### src/rtl/xmsw_regs.svh
// register offsets, field positions, reset values and address map constants for the
// external memory sector/wait configuration block; definitions only
`ifndef XMSW_REGS_SVH
`define XMSW_REGS_SVH

// ----------------------------------------------------------------------
// register byte addresses (axi4-lite word aligned)
// ----------------------------------------------------------------------
`define XMSW_OFF_SECTOR_WAIT 4'h0
`define XMSW_OFF_KEEPER_MASK 4'h4
`define XMSW_OFF_PROC_CTRL 4'h8
`define XMSW_OFF_STATUS 4'hc

// ----------------------------------------------------------------------
// field positions, masks and reset values
// ----------------------------------------------------------------------
`define XMSW_SW_WMASK 8'h7e
`define XMSW_KM_WMASK 8'h87
`define XMSW_PC_WMASK 8'hc0
`define XMSW_SW_RESET 8'h00
`define XMSW_KM_RESET 8'h00
`define XMSW_PC_RESET 8'h00
`define XMSW_PC_ENABLE_BIT 7
`define XMSW_PC_UPPER_LO_BIT 6
`define XMSW_KM_KEEPER_BIT 7

// ----------------------------------------------------------------------
// address map
// ----------------------------------------------------------------------
`define XMSW_EXT_BASE 16'h1100
`define XMSW_EXT_BASE_LEGACY 16'h1000
`define XMSW_SECTOR_STEP 16'h2000

`endif

### src/rtl/xmsw_pkg.sv
// types shared by the external memory sector/wait configuration block
// assumes the register header is compiled alongside
package xmsw_pkg;

	// wait code of one sector
	typedef enum logic [1:0] {
		XMSW_WAIT_NONE = 2'h0,
		XMSW_WAIT_ONE = 2'h1,
		XMSW_WAIT_TWO = 2'h2,
		XMSW_WAIT_TWO_GAP = 2'h3
	} xmsw_wait_t;

	// cpu data-space access request
	typedef struct packed {
		logic valid;
		logic write;
		logic [15:0] addr;
		logic [7:0] wdata;
	} xmsw_req_t;

	// pin drive towards the address latch and sram
	typedef struct packed {
		logic [7:0] ad_out;
		logic [7:0] ad_oe_n;
		logic [7:0] hi_addr;
		logic [7:0] hi_is_addr;
		logic ale;
		logic rd_n;
		logic wr_n;
	} xmsw_pins_t;

endpackage : xmsw_pkg

### src/rtl/xmsw_cycle.sv
// one external memory access sequencer: ale, address, strobe stretch
// assumes a single request held until done; runs on the cpu clock
`timescale 1ns/10ps

module xmsw_cycle (
	input wire logic clk,
	input wire logic nrst,
	input wire logic start,
	input wire logic external,
	input wire logic write,
	input wire xmsw_pkg::xmsw_wait_t wait_code,
	output logic ale,
	output logic addr_phase,
	output logic strobe,
	output logic busy,
	output logic done
);

	typedef enum {S_IDLE, S_ADDR, S_STROBE, S_GAP} xmsw_cyc_t;
	xmsw_cyc_t st_q;
	logic [1:0] cnt_q;

	// ----------------------------------------------------------------
	// sequencer
	// ----------------------------------------------------------------
	// strobe length is 1 + stretch; code 11 adds a gap before next address
	wire [1:0] stretch = (wait_code == xmsw_pkg::XMSW_WAIT_NONE) ? 2'h0 :
		(wait_code == xmsw_pkg::XMSW_WAIT_ONE) ? 2'h1 : 2'h2;
	always_ff @(posedge clk or negedge nrst) begin
		if (!nrst) begin
			st_q <= S_IDLE;
			cnt_q <= 2'h0;
		end else begin
			unique case (st_q)
				S_IDLE: if (start) st_q <= S_ADDR;
				S_ADDR: begin
					st_q <= S_STROBE;
					cnt_q <= stretch;
				end
				S_STROBE: begin
					if (cnt_q != 2'h0) cnt_q <= cnt_q - 2'h1;
					else if (wait_code == xmsw_pkg::XMSW_WAIT_TWO_GAP) st_q <= S_GAP;
					else st_q <= S_IDLE;
				end
				S_GAP: st_q <= S_IDLE;
			endcase
		end
	end

	// ale high in the address phase, low through the data transfer
	assign ale = (st_q == S_ADDR);
	assign addr_phase = (st_q == S_ADDR);
	// strobes only toggle for external accesses
	assign strobe = (st_q == S_STROBE) && external;
	assign busy = (st_q != S_IDLE);
	assign done = ((st_q == S_STROBE) && (cnt_q == 2'h0) &&
		(wait_code != xmsw_pkg::XMSW_WAIT_TWO_GAP)) || (st_q == S_GAP);

	// ----------------------------------------------------------------
	// checks
	// ----------------------------------------------------------------
	property p_gap_after_strobe;
		@(posedge clk) disable iff (!nrst)
		(st_q == S_STROBE && cnt_q == 2'h0 && wait_code == xmsw_pkg::XMSW_WAIT_TWO_GAP)
			|=> (st_q == S_GAP) ##1 (st_q == S_IDLE);
	endproperty
	a_gap_after_strobe: assert property (p_gap_after_strobe)
		else $error("no idle gap after wait code 11");

	property p_ale_before_strobe;
		@(posedge clk) disable iff (!nrst)
		(st_q == S_ADDR) |=> (st_q == S_STROBE && !ale);
	endproperty
	a_ale_before_strobe: assert property (p_ale_before_strobe)
		else $error("ale not low in data phase");

endmodule : xmsw_cycle

### src/rtl/xmsw_top.sv
// external memory sector/wait configuration, address mapping and pin drive
// assumes an axi4-lite master for registers and a cpu data-space request port
`timescale 1ns/10ps
`include "xmsw_regs.svh"

module xmsw_top (
	input wire logic clk,
	input wire logic nrst,
	input wire logic [3:0] s_axi_awaddr,
	input wire logic s_axi_awvalid,
	output logic s_axi_awready,
	input wire logic [31:0] s_axi_wdata,
	input wire logic [3:0] s_axi_wstrb,
	input wire logic s_axi_wvalid,
	output logic s_axi_wready,
	output logic [1:0] s_axi_bresp,
	output logic s_axi_bvalid,
	input wire logic s_axi_bready,
	input wire logic [3:0] s_axi_araddr,
	input wire logic s_axi_arvalid,
	output logic s_axi_arready,
	output logic [31:0] s_axi_rdata,
	output logic [1:0] s_axi_rresp,
	output logic s_axi_rvalid,
	input wire logic s_axi_rready,
	input wire logic legacy_mode,
	input wire xmsw_pkg::xmsw_req_t cpu_req,
	output logic cpu_done,
	output logic [7:0] cpu_rdata,
	input wire logic [7:0] port_hi_out,
	input wire logic [7:0] muxed_addr_data_lines_in,
	output xmsw_pkg::xmsw_pins_t pins_q
);

	// ----------------------------------------------------------------
	// registers
	// ----------------------------------------------------------------
	logic [7:0] sector_wait_q;
	logic [7:0] keeper_mask_q;
	logic [7:0] proc_ctrl_q;
	logic [7:0] ad_sync1_q, ad_sync2_q;
	logic [7:0] keep_val_q;
	logic [15:0] addr_q;
	logic [7:0] wdata_q;
	logic write_q, ext_q, run_q;
	logic aw_q, w_q;
	logic [3:0] awaddr_q;
	logic [31:0] wdat_q;
	logic [1:0] rd_pipe_q;

	// ----------------------------------------------------------------
	// decoding
	// ----------------------------------------------------------------
	function automatic logic [7:0] xmsw_reg_read(input logic [3:0] a, input logic [7:0] sw,
		input logic [7:0] km, input logic [7:0] pc, input logic [7:0] st);
		xmsw_reg_read = (a == `XMSW_OFF_SECTOR_WAIT) ? sw :
			(a == `XMSW_OFF_KEEPER_MASK) ? km :
			(a == `XMSW_OFF_PROC_CTRL) ? pc :
			(a == `XMSW_OFF_STATUS) ? st : 8'h00;
	endfunction

	function automatic logic xmsw_mapped(input logic [3:0] a);
		xmsw_mapped = (a == `XMSW_OFF_SECTOR_WAIT) || (a == `XMSW_OFF_KEEPER_MASK) ||
			(a == `XMSW_OFF_PROC_CTRL) || (a == `XMSW_OFF_STATUS);
	endfunction

	wire enable = proc_ctrl_q[`XMSW_PC_ENABLE_BIT];
	wire keeper_on = keeper_mask_q[`XMSW_KM_KEEPER_BIT];
	wire [2:0] sector_limit = sector_wait_q[6:4];
	wire [2:0] high_mask = keeper_mask_q[2:0];
	// upper code straddles two registers
	wire [1:0] upper_code = {sector_wait_q[1], proc_ctrl_q[`XMSW_PC_UPPER_LO_BIT]};
	wire [1:0] lower_code = sector_wait_q[3:2];
	// boundary k*0x2000 is simply the top three address bits compared with k
	wire [15:0] boundary = {sector_limit, 13'h0000};
	wire in_lower = (sector_limit != 3'h0) && (addr_q < boundary);
	wire [1:0] sel_code = in_lower ? lower_code : upper_code;
	wire [15:0] ext_base = legacy_mode ? `XMSW_EXT_BASE_LEGACY : `XMSW_EXT_BASE;
	wire req_ext = (cpu_req.addr >= ext_base);
	// pins held by the address bus, mask releases from the top
	wire [7:0] hi_is_addr = (!enable || high_mask == 3'h7) ? 8'h00 : (8'hff >> high_mask);
	wire [7:0] status = {5'h00, in_lower, ext_q, run_q};
	wire wr_fire = aw_q && w_q && !s_axi_bvalid;
	wire aw_take = s_axi_awvalid && s_axi_awready;
	wire w_take = s_axi_wvalid && s_axi_wready;
	// next states, so that the ready outputs can be flops of their own
	wire aw_d = (aw_q || aw_take) && !wr_fire;
	wire w_d = (w_q || w_take) && !wr_fire;
	wire bvalid_d = wr_fire || (s_axi_bvalid && !s_axi_bready);
	wire rd_take = s_axi_arvalid && s_axi_arready;
	wire rvalid_d = rd_take || (s_axi_rvalid && !s_axi_rready);

	logic cyc_ale, cyc_addr, cyc_strobe, cyc_busy, cyc_done;

	xmsw_cycle u_cycle (
		.clk(clk),
		.nrst(nrst),
		.start(cpu_req.valid && enable && !run_q),
		.external(ext_q),
		.write(write_q),
		.wait_code(xmsw_pkg::xmsw_wait_t'(sel_code)),
		.ale(cyc_ale),
		.addr_phase(cyc_addr),
		.strobe(cyc_strobe),
		.busy(cyc_busy),
		.done(cyc_done)
	);

	// ----------------------------------------------------------------
	// axi4-lite write: address and data taken in either order
	// ----------------------------------------------------------------
	always_ff @(posedge clk or negedge nrst) begin
		if (!nrst) begin
			aw_q <= 1'b0;
			w_q <= 1'b0;
			awaddr_q <= 4'h0;
			wdat_q <= 32'h0;
			s_axi_bvalid <= 1'b0;
			s_axi_bresp <= 2'h0;
			s_axi_awready <= 1'b0;
			s_axi_wready <= 1'b0;
		end else begin
			aw_q <= aw_d;
			w_q <= w_d;
			s_axi_bvalid <= bvalid_d;
			// ready stays low while a beat is held or the response waits
			s_axi_awready <= !aw_d && !bvalid_d;
			s_axi_wready <= !w_d && !bvalid_d;
			if (aw_take) awaddr_q <= s_axi_awaddr;
			if (w_take) wdat_q <= s_axi_wdata;
			if (wr_fire) s_axi_bresp <= xmsw_mapped(awaddr_q) ? 2'h0 : 2'h2;
		end
	end

	// register update; reserved bits never stored so they read zero
	always_ff @(posedge clk or negedge nrst) begin
		if (!nrst) begin
			sector_wait_q <= `XMSW_SW_RESET;
			keeper_mask_q <= `XMSW_KM_RESET;
			proc_ctrl_q <= `XMSW_PC_RESET;
		end else if (wr_fire && awaddr_q == `XMSW_OFF_SECTOR_WAIT && wdat_q[7:0] != 8'h00) begin
			sector_wait_q <= wdat_q[7:0] & `XMSW_SW_WMASK;
		end else if (wr_fire && awaddr_q == `XMSW_OFF_SECTOR_WAIT) begin
			sector_wait_q <= 8'h00;
		end else if (wr_fire && awaddr_q == `XMSW_OFF_KEEPER_MASK) begin
			keeper_mask_q <= wdat_q[7:0] & `XMSW_KM_WMASK;
		end else if (wr_fire && awaddr_q == `XMSW_OFF_PROC_CTRL) begin
			proc_ctrl_q <= wdat_q[7:0] & `XMSW_PC_WMASK;
		end
	end

	// ----------------------------------------------------------------
	// axi4-lite read: one cycle after the address is taken
	// ----------------------------------------------------------------
	always_ff @(posedge clk or negedge nrst) begin
		if (!nrst) begin
			s_axi_rvalid <= 1'b0;
			s_axi_arready <= 1'b0;
			s_axi_rdata <= 32'h0;
			s_axi_rresp <= 2'h0;
		end else begin
			s_axi_rvalid <= rvalid_d;
			s_axi_arready <= !rvalid_d; // one read at a time
			if (rd_take) begin
				s_axi_rdata <= {24'h0, xmsw_reg_read(s_axi_araddr, sector_wait_q,
					keeper_mask_q, proc_ctrl_q, status)};
				s_axi_rresp <= xmsw_mapped(s_axi_araddr) ? 2'h0 : 2'h2;
			end
		end
	end

	// ----------------------------------------------------------------
	// access capture and pin synchroniser
	// ----------------------------------------------------------------
	// request held by the cpu; latched so the map cannot shift mid cycle
	always_ff @(posedge clk or negedge nrst) begin
		if (!nrst) begin
			run_q <= 1'b0;
			addr_q <= 16'h0;
			wdata_q <= 8'h0;
			write_q <= 1'b0;
			ext_q <= 1'b0;
		end else if (cpu_req.valid && enable && !run_q) begin
			run_q <= 1'b1;
			addr_q <= cpu_req.addr;
			wdata_q <= cpu_req.wdata;
			write_q <= cpu_req.write;
			ext_q <= req_ext;
		end else if (cyc_done) begin
			run_q <= 1'b0;
		end
	end

	// external bus lines come from a pin, so two flops first
	always_ff @(posedge clk or negedge nrst) begin
		if (!nrst) begin
			ad_sync1_q <= 8'h0;
			ad_sync2_q <= 8'h0;
		end else begin
			ad_sync1_q <= muxed_addr_data_lines_in;
			ad_sync2_q <= ad_sync1_q;
		end
	end

	// ----------------------------------------------------------------
	// pin drive, all registered
	// ----------------------------------------------------------------
	// drive address in ale phase and write data during write strobe
	wire drive_addr = enable && run_q && (cyc_addr || !cyc_busy);
	wire drive_data = enable && run_q && write_q && cyc_busy && !cyc_addr;
	wire ad_drive = drive_addr || drive_data;
	wire [7:0] ad_val = drive_data ? wdata_q : addr_q[7:0];
	// keeper ignores the enable bit and holds the last driven byte
	wire [7:0] ad_hold = keeper_on ? keep_val_q : 8'h00;
	// read strobe about to rise: the pin value is still the sram's byte
	wire rd_end = !pins_q.rd_n && !(enable && cyc_strobe && !write_q);

	always_ff @(posedge clk or negedge nrst) begin
		if (!nrst) begin
			pins_q <= '{ad_out: 8'h00, ad_oe_n: 8'hff, hi_addr: 8'h00, hi_is_addr: 8'h00,
				ale: 1'b0, rd_n: 1'b1, wr_n: 1'b1};
			keep_val_q <= 8'h00;
			cpu_done <= 1'b0;
			cpu_rdata <= 8'h00;
			rd_pipe_q <= 2'h0;
		end else begin
			if (ad_drive) keep_val_q <= ad_val;
			pins_q.ad_out <= ad_drive ? ad_val : ad_hold;
			pins_q.ad_oe_n <= (ad_drive || keeper_on) ? 8'h00 : 8'hff;
			pins_q.hi_is_addr <= hi_is_addr;
			pins_q.hi_addr <= (addr_q[15:8] & hi_is_addr) | (port_hi_out & ~hi_is_addr);
			pins_q.ale <= enable && cyc_ale;
			pins_q.rd_n <= !(enable && cyc_strobe && !write_q);
			pins_q.wr_n <= !(enable && cyc_strobe && write_q);
			cpu_done <= cyc_done;
			// synchroniser lag: read data settles two cycles after the strobe ends
			rd_pipe_q <= {rd_pipe_q[0], rd_end};
			if (rd_pipe_q[1]) cpu_rdata <= ad_sync2_q;
		end
	end

	// ----------------------------------------------------------------
	// checks
	// ----------------------------------------------------------------
	property p_reserved_zero;
		@(posedge clk) disable iff (!nrst)
		(sector_wait_q[7] == 1'b0) && (sector_wait_q[0] == 1'b0);
	endproperty
	a_reserved_zero: assert property (p_reserved_zero)
		else $error("reserved sector bits set");

	property p_keeper_reserved;
		@(posedge clk) disable iff (!nrst)
		keeper_mask_q[6:3] == 4'h0;
	endproperty
	a_keeper_reserved: assert property (p_keeper_reserved)
		else $error("reserved keeper bits set");

	property p_one_sector;
		@(posedge clk) disable iff (!nrst)
		(sector_limit == 3'h0) |-> (sel_code == upper_code);
	endproperty
	a_one_sector: assert property (p_one_sector)
		else $error("limit zero did not use upper code");

	property p_lower_sel;
		@(posedge clk) disable iff (!nrst)
		(sector_limit != 3'h0 && addr_q[15:13] < sector_limit) |-> (sel_code == lower_code);
	endproperty
	a_lower_sel: assert property (p_lower_sel)
		else $error("lower sector code not selected");

	property p_no_strobe_internal;
		@(posedge clk) disable iff (!nrst)
		(run_q && !ext_q) |=> (pins_q.rd_n && pins_q.wr_n);
	endproperty
	a_no_strobe_internal: assert property (p_no_strobe_internal)
		else $error("strobe on internal access");

	property p_hi_mask;
		@(posedge clk) disable iff (!nrst)
		1'b1 |=> (pins_q.hi_is_addr == ((!$past(enable) || $past(high_mask) == 3'h7) ? 8'h00 :
			(8'hff >> $past(high_mask))));
	endproperty
	a_hi_mask: assert property (p_hi_mask)
		else $error("high pin release wrong");

	property p_keeper_drive;
		@(posedge clk) disable iff (!nrst)
		(keeper_on && !ad_drive) |=> (pins_q.ad_oe_n == 8'h00 && pins_q.ad_out == $past(keep_val_q));
	endproperty
	a_keeper_drive: assert property (p_keeper_drive)
		else $error("keeper not holding last value");

	property p_disabled_pins;
		@(posedge clk) disable iff (!nrst)
		(!enable && !keeper_on) |=> (pins_q.ad_oe_n == 8'hff && pins_q.rd_n && pins_q.wr_n);
	endproperty
	a_disabled_pins: assert property (p_disabled_pins)
		else $error("pins driven while interface disabled");

endmodule : xmsw_top

### config.mk
export PLATFORM = sky130hd
export DESIGN_NAME = xmsw_top
export DESIGN_NICKNAME = d
export VERILOG_FILES = /design/src/rtl/xmsw_pkg.sv /design/src/rtl/xmsw_cycle.sv /design/src/rtl/xmsw_top.sv
export VERILOG_INCLUDE_DIRS = /design/src /design/src/rtl
export SDC_FILE = /design/constraint.sdc
export NUM_CORES = 1
export LEC_CHECK = 0
export ABC_AREA = 1
export BUFFER_PORTS_ARGS = -buffer_cell sky130_fd_sc_hd__clkbuf_2
export CORE_UTILIZATION = 54
export DETAILED_ROUTE_END_ITERATION = 12
export GPL_ROUTABILITY_DRIVEN = 0
export GPL_TIMING_DRIVEN = 0
export PLACE_DENSITY = 0.9
export SYNTH_ARGS = -nofsm -noshare
export SYNTH_HDL_FRONTEND = slang
export SYNTH_SLANG_ARGS = --single-unit
### constraint.sdc
create_clock -name clk -period 2.3 [get_ports clk]
set_input_delay 0.345 -clock clk [delete_from_list [all_inputs] [get_ports clk]]
set_output_delay 0.345 -clock clk [all_outputs]
set_load 0.005 [all_outputs]
# Word-level counts from Yosys, hierarchy flattened
# Cells that the tools add are included.
word_totals:
  output_inout_bits: 85
  inputBits: 94
  ff_bits: 176
op_classes:
  muxes: 25
  bitwise: 7
  eq_ne: 19
  reduce_logical: 78
  n_shift: 1
  magnitude_cmp: 2
  n_addsub: 1
ops:
  columns: ["operator", "count"]
  rows:
  - ["32-bit one-hot mux with 4 select lines", 1]
  - ["32-bit by 2-bit equality test with 1-bit output (second input constant)", 3]
  - ["8-bit two-way mux", 10]
  - ["32-bit by 3-bit equality test with 1-bit output (second input constant)", 2]
  - ["32-bit two-way mux", 2]
  - ["32-bit by 1-bit equality test with 1-bit output (second input constant)", 1]
  - ["32-bit zero test", 1]
  - ["32-bit nonzero test", 1]
  - ["1-bit logical AND", 31]
  - ["8-bit bitwise AND", 2]
  - ["4-bit equality test (second input constant)", 4]
  - ["16-bit by 13-bit greater-or-equal comparator with 1-bit output", 1]
  - ["1-bit zero test", 16]
  - ["16-bit less-than comparator", 1]
  - ["1-bit logical OR", 15]
  - ["2-bit two-way mux", 7]
  - ["9-bit two-way mux", 1]
  - ["4-bit by 3-bit equality test with 1-bit output (second input constant)", 2]
  - ["4-bit zero test", 2]
  - ["8-bit NOT", 1]
  - ["8-bit OR", 1]
  - ["2-bit nonzero test", 4]
  - ["8-bit nonzero test", 1]
  - ["8-bit by 3-bit >> shifter with 8-bit output (first input constant)", 1]
  - ["15 further kinds", 22]

# Longest topological paths before layout
# Gate-level depths: netlist of the first run.
logic_depth:
  word_depth: 8
  ltp_mapped: 12

# By module
# Synthesis of the first run repeated with hierarchy kept, for this count alone.
unflattened:
  hier_cells: 599
  area_unflattened_um2: 5587.9
modules_own_cells:
  columns: ["module", "seq_area_each_um2", "instances", "area_per_inst_um2", "cells_each"]
  rows:
  - ["xmsw_top", 3281.9, 1, 5315.1, 558]
  - ["xmsw_cycle", 100.1, 1, 272.8, 41]

# Least setup slack after synthesis of the first run
# No wires, ideal clock.
synth_path:
  path_type: "register -> register"
  start: "register sector_wait_q[6]"
  end: "register u_cycle.cnt_q[0]"
  path_stages_with_launch: 10
  path_slack_ns: 0.801
  arrival_time_ns: 1.421
  period_less_slack_ns: 1.499
  setup_ns: 0.077
  cell_sequence: "dfrtp_1 inv_1 ha_1 a21oi_1 nand3_1 nand2_1 nand2_1 nor2_1 nand2_1 a21oi_1"
synth_via:
  elab_chain_cells: 7
  elab_cells_between_ends: 9
  classes_between: "order compare (1); eq/ne (1); mux (4); reduce/logical (3)"
synth_rtl:
  columns: ["item", "line_no", "rtl"]
  rows:
  - ["from (decl)", "xmsw_top.sv:38", "logic [7:0] sector_wait_q;"]
  - ["from (signal assigned)", "xmsw_top.sv:138", "sector_wait_q <= `XMSW_SW_RESET;"]
  - ["from (signal assigned)", "xmsw_top.sv:142", "sector_wait_q <= wdat_q[7:0] & `XMSW_SW_WMASK;"]
  - ["16-bit less-than comparator / 3-bit nonzero test (equally long branches)", "xmsw_top.sv:76", "wire in_lower = (sector_limit != 3'h0) && (addr_q < boundary);"]
  - ["1-bit logical AND *", "xmsw_top.sv:76", null]
  - ["2-bit two-way mux *", "xmsw_top.sv:77", "wire [1:0] sel_code = in_lower ? lower_code : upper_code;"]
  - ["2-bit by 1-bit equality test with 1-bit output", "xmsw_cycle.sv:28", "(wait_code == xmsw_pkg::XMSW_WAIT_ONE) ? 2'h1 : 2'h2;"]
  - ["2-bit two-way mux", "xmsw_cycle.sv:28", null]
  - ["2-bit two-way mux *", "xmsw_cycle.sv:27", "wire [1:0] stretch = (wait_code == xmsw_pkg::XMSW_WAIT_NONE) ? 2'h0 :"]
  - ["2-bit one-hot mux with 2 select lines *", "xmsw_cycle.sv:34", "unique case (st_q)"]
  - ["to (signal assigned)", "xmsw_cycle.sv:38", "cnt_q <= stretch;"]
  - ["to (signal assigned)", "xmsw_cycle.sv:41", "if (cnt_q != 2'h0) cnt_q <= cnt_q - 2'h1;"]
  - ["to (decl)", "xmsw_cycle.sv:21", "logic [1:0] cnt_q;"]
# Every way passes the cells marked *; elsewhere a longest branch is shown, timed or not.
# A chain may end at the register's enable or synchronous reset.

# Worst setup path after layout of the first run
layout_path:
  start: "register sector_wait_q[6]"
  end: "register run_q"
layout_via:
  elab_chain_cells: 7
  elab_cells_between_ends: 8
  classes_between: "order compare (1); eq/ne (1); mux (1); reduce/logical (5)"
layout_rtl:
  columns: ["item", "line_no", "rtl"]
  rows:
  - ["16-bit less-than comparator / 3-bit nonzero test (equally long branches)", "xmsw_top.sv:76", null]
  - ["1-bit logical AND *", "xmsw_top.sv:76", null]
  - ["2-bit two-way mux *", "xmsw_top.sv:77", null]
  - ["2-bit inequality test *", "xmsw_cycle.sv:57", "(wait_code != xmsw_pkg::XMSW_WAIT_TWO_GAP)) || (st_q == S_GAP);"]
  - ["1-bit logical AND *", "xmsw_cycle.sv:56", "assign done = ((st_q == S_STROBE) && (cnt_q == 2'h0) &&"]
  - ["1-bit logical OR *", "xmsw_cycle.sv:57", null]
  - ["2-bit nonzero test (no line) *", null, null]
  - ["to (signal assigned)", "xmsw_top.sv:178", "run_q <= 1'b0;"]
  - ["to (signal assigned)", "xmsw_top.sv:184", "run_q <= 1'b1;"]
  - ["to (signal assigned)", "xmsw_top.sv:190", "run_q <= 1'b0;"]
  - ["to (decl)", "xmsw_top.sv:45", "logic write_q, ext_q, run_q;"]
# Marks and branches as above.

==> run summary, run 1 <==
Yosys top cell area share - 0.610
Slew HR - 0.602
drt pass-1 iters - 4
standby leakage power - 3.72 nW
Most common cell on crit path - nand2_1
number of flops mapped to enable cells by yosys - 0
crit path DAT - 2.20 ns
Filler cells - 721
post-route ant nets - 0
Setup crit start - sector_wait_q[6]
final core utilization - 0.718
run status - complete, no violations
Peak VDD IR - 0.647 mV
FFs w/ async S/R, synth - 1.00
number of synthesis warnings - 0
pre-CTS setup slack - 0.587 ns
Synth Area in XOR/XNOR - 0
hpwl dp - 8530 um
Bufs and invs on worst path - 1
MaxCap Viol Count - 0
fin crit share - 0.793
final worst slack - 0.475 ns
Reg clk slew, reported paths - 0.06 ns
Initial DRC Count - 207
Slowest-stage cell, CP - dfrtp_1
Mapped Cells - 541
Setup CP Type - flip-flop to flip-flop
Die Wd - 102 um
crit-path max cell delay - 0.37 ns
top_reg_cell synth - dfrtp_1
CTS resizes - 0
CTS tree - yes
via count - 4330
root buf cell - clkbuf_8
crit path capture type - flip-flop
sequential area share after synthesis - 0.624
critical path fanouts, max - 3
TritonCTS Sinks - 135
reg2reg start - sector_wait_q[6]
Slew Limit Fails - 0
Fin Hold WS - 0.0218 ns
port buffer count - 124
Avg Cell Area, Syn - 10.0 um^2
TritonCTS buffer count - 17
RSZ-0062 raised after global routing - no
Core Area - 9730 um^2
final setup fails - 0
initial antenna violation count - 0
DR WL/cell - 14.0 um
Antenna diodes - 0
mux contribution to synthesized area - 0.0270
main combinational cell family by area after synthesis - simple AND/OR/NAND/NOR gates
Die Y - 102 um
Distinct cells, synth - 32
fmax - 0.548 GHz
Mapped Area - 5420 um^2
simple-gate share of the synthesized area - 0.139
CP top delay family - simple AND/OR/NAND/NOR gates
Rows - 36
DIE AREA - 10400 um^2
hold path startpoint - s_axi_wdata[3]
DP Area - 6330 um^2
drc violations - 0
final net count - 818
compound-gate portion of the synthesized area - 0.101
Worst Tran Pin Value - 0.598 ns
commonest non-fill, non-tap cells in the layout - 134 x nand2_1, 132 x dfrtp_1, 124 x clkbuf_2
critical path, cell by cell - inv_1 > ha_1 > a21oi_1 > nand3_1 > nand2_1 > nand2_1 > nand2_1 > nand2_1 > nand3_1 > nand2_1
total negative slack - 0 ns
H-tree depth - 4
adder-cell share of the synthesized area - 0.00924
largest area contributor in the netlist - dfrtp_1
cell area after layout - 6990 um^2
Final min period - 1.82 ns
synth top area cells - dfrtp_1 61%, nand2_1 9.3%, o21ai_0 6.3%, buf_4 4.6%, inv_1 4.2%
area delta synth->final - 29.0%
grt ovf - 0
number of global-route vias before repair - 4138
# IOs - 179
largest net degree at the start of global routing - 123
most common cell after layout, fill and taps aside - nand2_1
clk_lat worst skew - 0.52 ns
Max Clock Skew - 0.0129 ns
gr usage total - 0.252
PwrDens - 992 nW/um^2
vias per std cell - 5.00
CP Data Required Time - 2.68 ns
critical path startpoint category - flip-flop
worst min-delay path class - input port to flip-flop
Max clock buf depth - 2
final count of hold timing violations - 0
first-pass GRT wire length - 19500 um
Routed WL - 12100 um
share of layout cells above drive strength 1 - 0.292
Initial Util - 0.557
#FFs+latches synth - 135
## sequential cells by signal, summed over array words and instances (netlist names), 2 cells and up
name	cells
keeper_mask_q	4
sector_wait_q	6
u_cycle.cnt_q	2
ad_sync1_q	8
wdata_q	8
cpu_rdata	8
awaddr_q	4
pins_q	28
addr_q	16
u_cycle.st_q	2
rd_pipe_q	2
keep_val_q	8
proc_ctrl_q	2
ad_sync2_q	8
s_axi_rdata	8
wdat_q	8
## worst reg2reg max path: cells and delay by family (launching register included)
kind | cells | cell delay, ns
buf+inv | 1 | 0.08
fa+ha+maj | 1 | 0.31
flops | 1 | 0.37
compound gates | 1 | 0.28
simple gates | 7 | 0.65
## repair_timing
action	CTS	global route
endpoints found under the hold margin	22	0
buffers inserted	0	0
hold buffers	10	0
## report_power, final
group | internal [mW] | switching, mW
combinational | 0.596 | 0.808
clock | 1.46 | 1.02
sequential | 2.77 | 0.275
## cells in the mapped netlist (all sizes together), types with 2 or more instances
cell type / count
nand2: 134
nor4: 4
nand4: 8
dfrtp: 132
dfstp: 3
nand3: 13
a21oi: 6
clkbuf: 10
o21a: 8
o21ai: 72
buf: 34
nor2: 22
o22ai: 5
inv: 63
nor3: 2
mux2: 13
ha: 4
o31ai: 3
## stage by stage
step / power, mW / instances
6_report: 6.93 / 866
4_1_cts: 6.97 / 866
3_5_place_dp: 4.44 / 824
5_1_grt: 7.32 / 866
2_1_floorplan: 3.83 / 566
3_3_place_gp: 4.35 / 823
## path summary, 6_finish.rpt
path	endpoint	depth (start not counted)	slack [ns]
min reg2reg	rd_pipe_q[1]	0	0.34
min in group asynchronous	pins_q[34]	2	0.26
min	wdat_q[3]	3	0.02
max reg2reg	run_q	10	0.48
max in group asynchronous	s_axi_rdata[7]	3	1.24
max	run_q	10	0.48
## per-layer routing
layer	wire [um]	vias to the layer above	global-route usage
met3	778	25	0.0739
met2	6280	198	0.432
met1	4850	2065	0.300
met5	0	-	0
li1	-	2042	-
met4	246	0	0.101
## layout make-up
type | instances | area (um^2) | share of cell area
Clock buffer | 18 | 428 | 0.0612
Clock inverter | 14 | 126 | 0.0181
Tap cell | 133 | 166 | 0.0238
Inverter | 63 | 236 | 0.0338
Multi-Input combinational cell | 324 | 1590 | 0.228
Timing Repair Buffer | 135 | 757 | 0.108
Buffer | 44 | 298 | 0.0426
Sequential cell | 135 | 3380 | 0.484
## logic make-up after synthesis
family                     after synthesis
and+or+nand+nor                        183
DFF                                    135
buffers and inverters                  107
AOI/OAI and AO/OA                       98
muxes                                   13
adders and majority gates                4
other                                    1
Note: power is estimated with default switching activity, not from simulation.
==> inputs of run 2 (changes only) <==
Settings changed: ABC_AREA 1 to 0, CORE_UTILIZATION 54 to 45, PLACE_DENSITY 0.9 to 0.8.
Clock period 2.3 ns to 1.5 ns, I/O delays scaled along.
==> run summary, run 2 <==
via count - 3682
biggest regs - pins_q (28), addr_q (16)
Mapped Cells - 402
Yosys top cell area share - 0.608
Avg Cell Area, Syn - 13.5 um^2
FF-to-FF path depth - 6
commonest non-fill, non-tap cells in the layout - 132 x dfrtp_1, 120 x clkbuf_2, 59 x mux2_2
max FFs per register - 28
port buffer count - 122
H-tree depth - 4
worst min-delay path class - input port to flip-flop
reg2reg end - cpu_done
number of global-route vias before repair - 3727
Mapped Area - 5430 um^2
top_reg_cell synth - dfrtp_1
Final min period - 1.67 ns
critical path fanouts, max - 4
crit path DAT - 1.96 ns
gr usage total - 0.194
MaxCap Viol Count - 0
post-route ant nets - 0
Initial DRC Count - 133
hold path startpoint - cpu_req[24]
final net count - 689
total negative slack - -1.06 ns
Peak VDD IR - 1.00 mV
Distinct cells, synth - 49
run status - finished, violations left
fin crit share - 1.11
drt pass-1 iters - 8
Slew HR - 0.645
#FFs+latches synth - 135
critical path startpoint category - flip-flop
root buf cell - clkbuf_16
Antenna diodes - 0
Slew Limit Fails - 0
CTS tree - yes
drc violations - 14
Reg clk slew, reported paths - 0.05 ns
Routed WL - 11200 um
Largest Register - pins_q
CP Data Required Time - 1.79 ns
clk_lat worst skew - 0.41 ns
Initial Util - 0.468
Rows - 39
Core Area - 11600 um^2
number of flops mapped to enable cells by yosys - 0
largest area contributor in the netlist - dfrtp_1
Max clock buf depth - 2
fmax - 0.598 GHz
grt ovf - 0
DIE AREA - 12500 um^2
cell count of the worst hold path - 2
share of layout cells above drive strength 1 - 0.499
crit path capture type - flip-flop
synth top area cells - dfrtp_1 61%, mux2_2 13%, buf_4 4.6%, mux2i_1 2.0%, dfstp_2 1.5%
first-pass GRT wire length - 18300 um
reg2reg start - sector_wait_q[5]
Setup CP Type - flip-flop to flip-flop
overall power - 13.4 mW
WHS Endpoint - write_q
vias per std cell - 4.96
most common cell after layout, fill and taps aside - dfrtp_1
largest net degree at the start of global routing - 100
area delta synth->final - 34.7%
final count of hold timing violations - 0
final core utilization - 0.630
number of synthesis warnings - 0
PwrDens - 1820 nW/um^2
RSZ-0062 raised after global routing - yes
FFs w/ async S/R, synth - 1.00
most common cell in the netlist - dfrtp_1
Worst Tran Pin Value - 0.528 ns
hpwl dp - 7940 um
failing checks - design-rule violations, negative setup slack
DR WL/cell - 15.0 um
reg2reg setup slack - -0.17 ns
standby leakage power - 3.59 nW
Post-synth top cells - 132 x dfrtp_1, 65 x mux2_2, 33 x buf_4
Die Wd - 112 um
final worst slack - -0.172 ns
initial antenna violation count - 0
final setup fails - 13
Die Y - 112 um
Max Clock Skew - 0.00800 ns
# IOs - 179
TritonCTS Sinks - 135
TritonCTS buffer count - 17
sequential area share after synthesis - 0.622
run 2: final cells by class:
type | instances | area [um^2]
buffer | 45 | 328
clock buffer | 22 | 464
clock inverter | 5 | 52.6
fill | 927 | 4290
inverter | 17 | 73.8
multi-input combinational | 228 | 1960
sequential | 135 | 3380
tap | 143 | 179
timing repair buffer | 147 | 877
run 2: through the flow:
stage | cells | setup slack [ns] | area, um^2 | hold WS, ns
2_1_floorplan | 427 | -0.115 | 5560 | -0.0706
3_3_place_gp | 692 | -1.79 | 6350 | 0.334
3_5_place_dp | 693 | -0.311 | 6390 | 0.154
4_1_cts | 739 | -0.116 | 7170 | 0.0319
5_1_grt | 742 | -0.240 | 7320 | 0.0304
6_report | 742 | -0.172 | 7320 | 0.0481
run 2: repair_timing:
action | in CTS | in global routing
cloned | 0 | 0
setup buffers | 10 | 5
setup endpoints to repair | 48 | 60
hold buffers | 9 | 0
resized for setup | 24 | 27
pin swaps | 9 | 8
hold endpoints to repair | 44 | 0
run 2: worst max path at each step:
stage                startpoint          endpoint  cells after the start
2_1_floorplan      s_axi_bvalid  sector_wait_q[1]                      4
3_3_place_gp               nrst     ad_sync1_q[7]                      1
3_5_place_dp        cpu_req[16]             ext_q                      7
4_1_cts        sector_wait_q[5]   u_cycle.st_q[0]                      6
5_1_grt        sector_wait_q[5]          cpu_done                      6
6_report       sector_wait_q[5]          cpu_done                      6
run 2: where the power goes:
| part | total, mW | switching, mW | internal (mW) |
|---|---|---|---|
| Combinational | 3.96 | 1.76 | 2.21 |
| Sequential | 5.74 | 0.863 | 4.88 |
| Clock | 3.66 | 1.36 | 2.30 |
run 2: per-layer routing:
| layer | share of wire | track usage | up-vias |
|---|---|---|---|
| li1 | - | - | 1728 |
| met1 | 0.41 | 0.223 | 1825 |
| met2 | 0.52 | 0.335 | 110 |
| met3 | 0.050 | 0.0572 | 19 |
| met4 | 0.016 | 0.0838 | 0 |
| met5 | 0 | 0 | - |
run 2: logic make-up after synthesis:
| kind of cell | Yosys count | synth area share |
|---|---|---|
| adder cells (fa/ha/maj) | 4 | 0.00921 |
| XOR/XNOR | 2 | 0.00322 |
| other | 1 | 0.000690 |
| AO/OA/AOI/OAI | 57 | 0.0764 |
| flip-flops | 135 | 0.622 |
| multiplexers | 76 | 0.155 |
| AND/OR/NAND/NOR | 63 | 0.0652 |
| buffers and inverters | 64 | 0.0679 |
run 2: worst max-delay path, cell delays in order, from the launching register on:
cell and delay, ns:
dfrtp_1 0.40, inv_2 0.07, ha_4 0.28, o21ai_4 0.06
o211ai_1 0.31, nand3_2 0.18, a32o_1 0.26
==> inputs of run 3 (changes only) <==
Settings changed: CORE_MARGIN set to 5, TNS_END_PERCENT set to 5.
==> run summary, run 3 (synthesized netlist as in run 2, its figures left out) <==
post-route ant nets - 0
fmax - 0.600 GHz
Initial Util - 0.456
Core Area - 11900 um^2
failing checks - negative setup slack
Reg clk slew, reported paths - 0.06 ns
cell area after layout - 7300 um^2
NetSw - 4.10 mW
Die Wd - 120 um
Max clock buf depth - 2
biggest regs - pins_q (28), addr_q (16)
port buffer count - 122
grt ovf - 0
gr usage total - 0.177
most common cell after layout, fill and taps aside - dfrtp_1
# IOs - 179
CP Data Required Time - 1.80 ns
via count - 3685
first-pass GRT wire length - 19900 um
Routed WL - 12200 um
Final min period - 1.67 ns
share of layout cells above drive strength 1 - 0.491
sw frac - 0.297
number of global-route vias before repair - 4030
CTS tree - yes
fin crit share - 1.11
H-tree depth - 4
max FFs per register - 28
standby leakage power - 3.61 nW
FF-to-FF path depth - 5
# placed instances - 697
total negative slack - -0.802 ns
Largest Register - pins_q
final count of hold timing violations - 0
TritonCTS Sinks - 135
final setup fails - 17
DIE AREA - 14400 um^2
DR WL/cell - 16.3 um
Fin Hold WS - 0.0383 ns
hpwl dp - 8460 um
Slew HR - 0.635
PwrDens - 1890 nW/um^2
largest net degree at the start of global routing - 107
drt pass-1 iters - 4
Die Y - 120 um
Setup CP Type - flip-flop to flip-flop
initial antenna violation count - 0
Non-Filler Instances - 746
critical path fanouts, max - 4
Worst Tran Pin Value - 0.547 ns
worst min-delay path class - input port to flip-flop
Initial DRC Count - 145
run status - finished, violations left
pre-CTS setup slack - -0.344 ns
Seq pwr share - 0.412
critical path startpoint category - flip-flop
MaxCap Viol Count - 0
Antenna diodes - 0
Slew Limit Fails - 0
commonest non-fill, non-tap cells in the layout - 132 x dfrtp_1, 122 x clkbuf_2, 59 x mux2_2
RSZ-0062 raised after global routing - yes
final worst slack - -0.165 ns
Comb power frac - 0.269
Rows - 40
crit path DAT - 1.96 ns
power share of the clock group - 0.320
root buf cell - clkbuf_16
Max Clock Skew - 0.00549 ns
cell count of the worst hold path - 2
clk_lat worst skew - 0.41 ns
DP Area - 6360 um^2
drc violations - 0
Peak VDD IR - 1.08 mV
area delta synth->final - 34.3%
TritonCTS buffer count - 17
vias per std cell - 4.94
crit path capture type - flip-flop
final net count - 684
P_int - 9.70 mW
==> run 3: changes by cell type in the layout (fill, tap and decap cells not counted), moves of 2 or more <==
cell	previous run	this run
buf_6	9	3
buf_4	45	40
bufinv_16	1	4
clkbuf_2	120	122
ha_1	1	3
ha_4	3	1
inv_1	14	16
inv_6	0	2
==> run 3: timing repair <==
action	4_1_cts	5_1_grt
endpoints found under the setup margin	56	52
hold endpoints to repair	37	0
gates resized for setup	20	18
hold buffers	9	0
pin swaps	2	12
setup buffers	6	2
==> run 3: power by group through the flow <==
stage / Combinational (mW) / Clock [mW] / Sequential (mW)
after floorplan: 2.17 / 0 / 5.48
after global placement: 3.11 / 0 / 5.62
after detailed placement: 3.28 / 0 / 5.69
after CTS: 3.52 / 4.48 / 5.66
after global routing: 4.11 / 4.67 / 5.83
final: 3.71 / 4.41 / 5.68
==> run 3: layer usage <==
layer	track usage	vias up	wire, um
met5	0	-	0
met3	0.0584	21	852
met1	0.209	1798	4910
met4	0.0780	0	216
li1	-	1721	-
met2	0.295	145	6170
==> run 3: critical path: stages (launching register included) <==
cell and delay, ns:
dfrtp_1 0.41, buf_6 0.14, or3_4 0.36, o211ai_1 0.17
nand3_2 0.18, a32o_1 0.29
==> run 3: final cells by class <==
cell class	instances	area [um^2]
Buffer	47	325
Clock buffer	20	457
Clock inverter	12	173
Fill cell	950	4620
Inverter	17	63.8
Multi-Input combinational cell	228	1910
Sequential cell	135	3380
Tap cell	147	184
Timing Repair Buffer	140	805
==> run 3: final timing paths <==
kind,slack (ns),end,start
setup / recovery,-0.17,cpu_done,sector_wait_q[5]
hold / removal,0.04,s_axi_rvalid,s_axi_rready
setup reg to reg,-0.17,cpu_done,sector_wait_q[5]
hold reg to reg,0.35,ad_sync2_q[1],ad_sync1_q[1]
max in group asynchronous,0.44,pins_q[10],nrst
min in group asynchronous,0.26,awaddr_q[0],nrst
==> run 3: per-stage QoR <==
| step | power [mW] | utilization |
|---|---|---|
| finish | 13.8 | 0.613 |
| global route | 14.6 | 0.613 |
| CTS | 13.7 | 0.604 |
| detailed placement | 8.97 | 0.534 |
| global placement | 8.73 | 0.531 |
| floorplan | 7.65 | - |
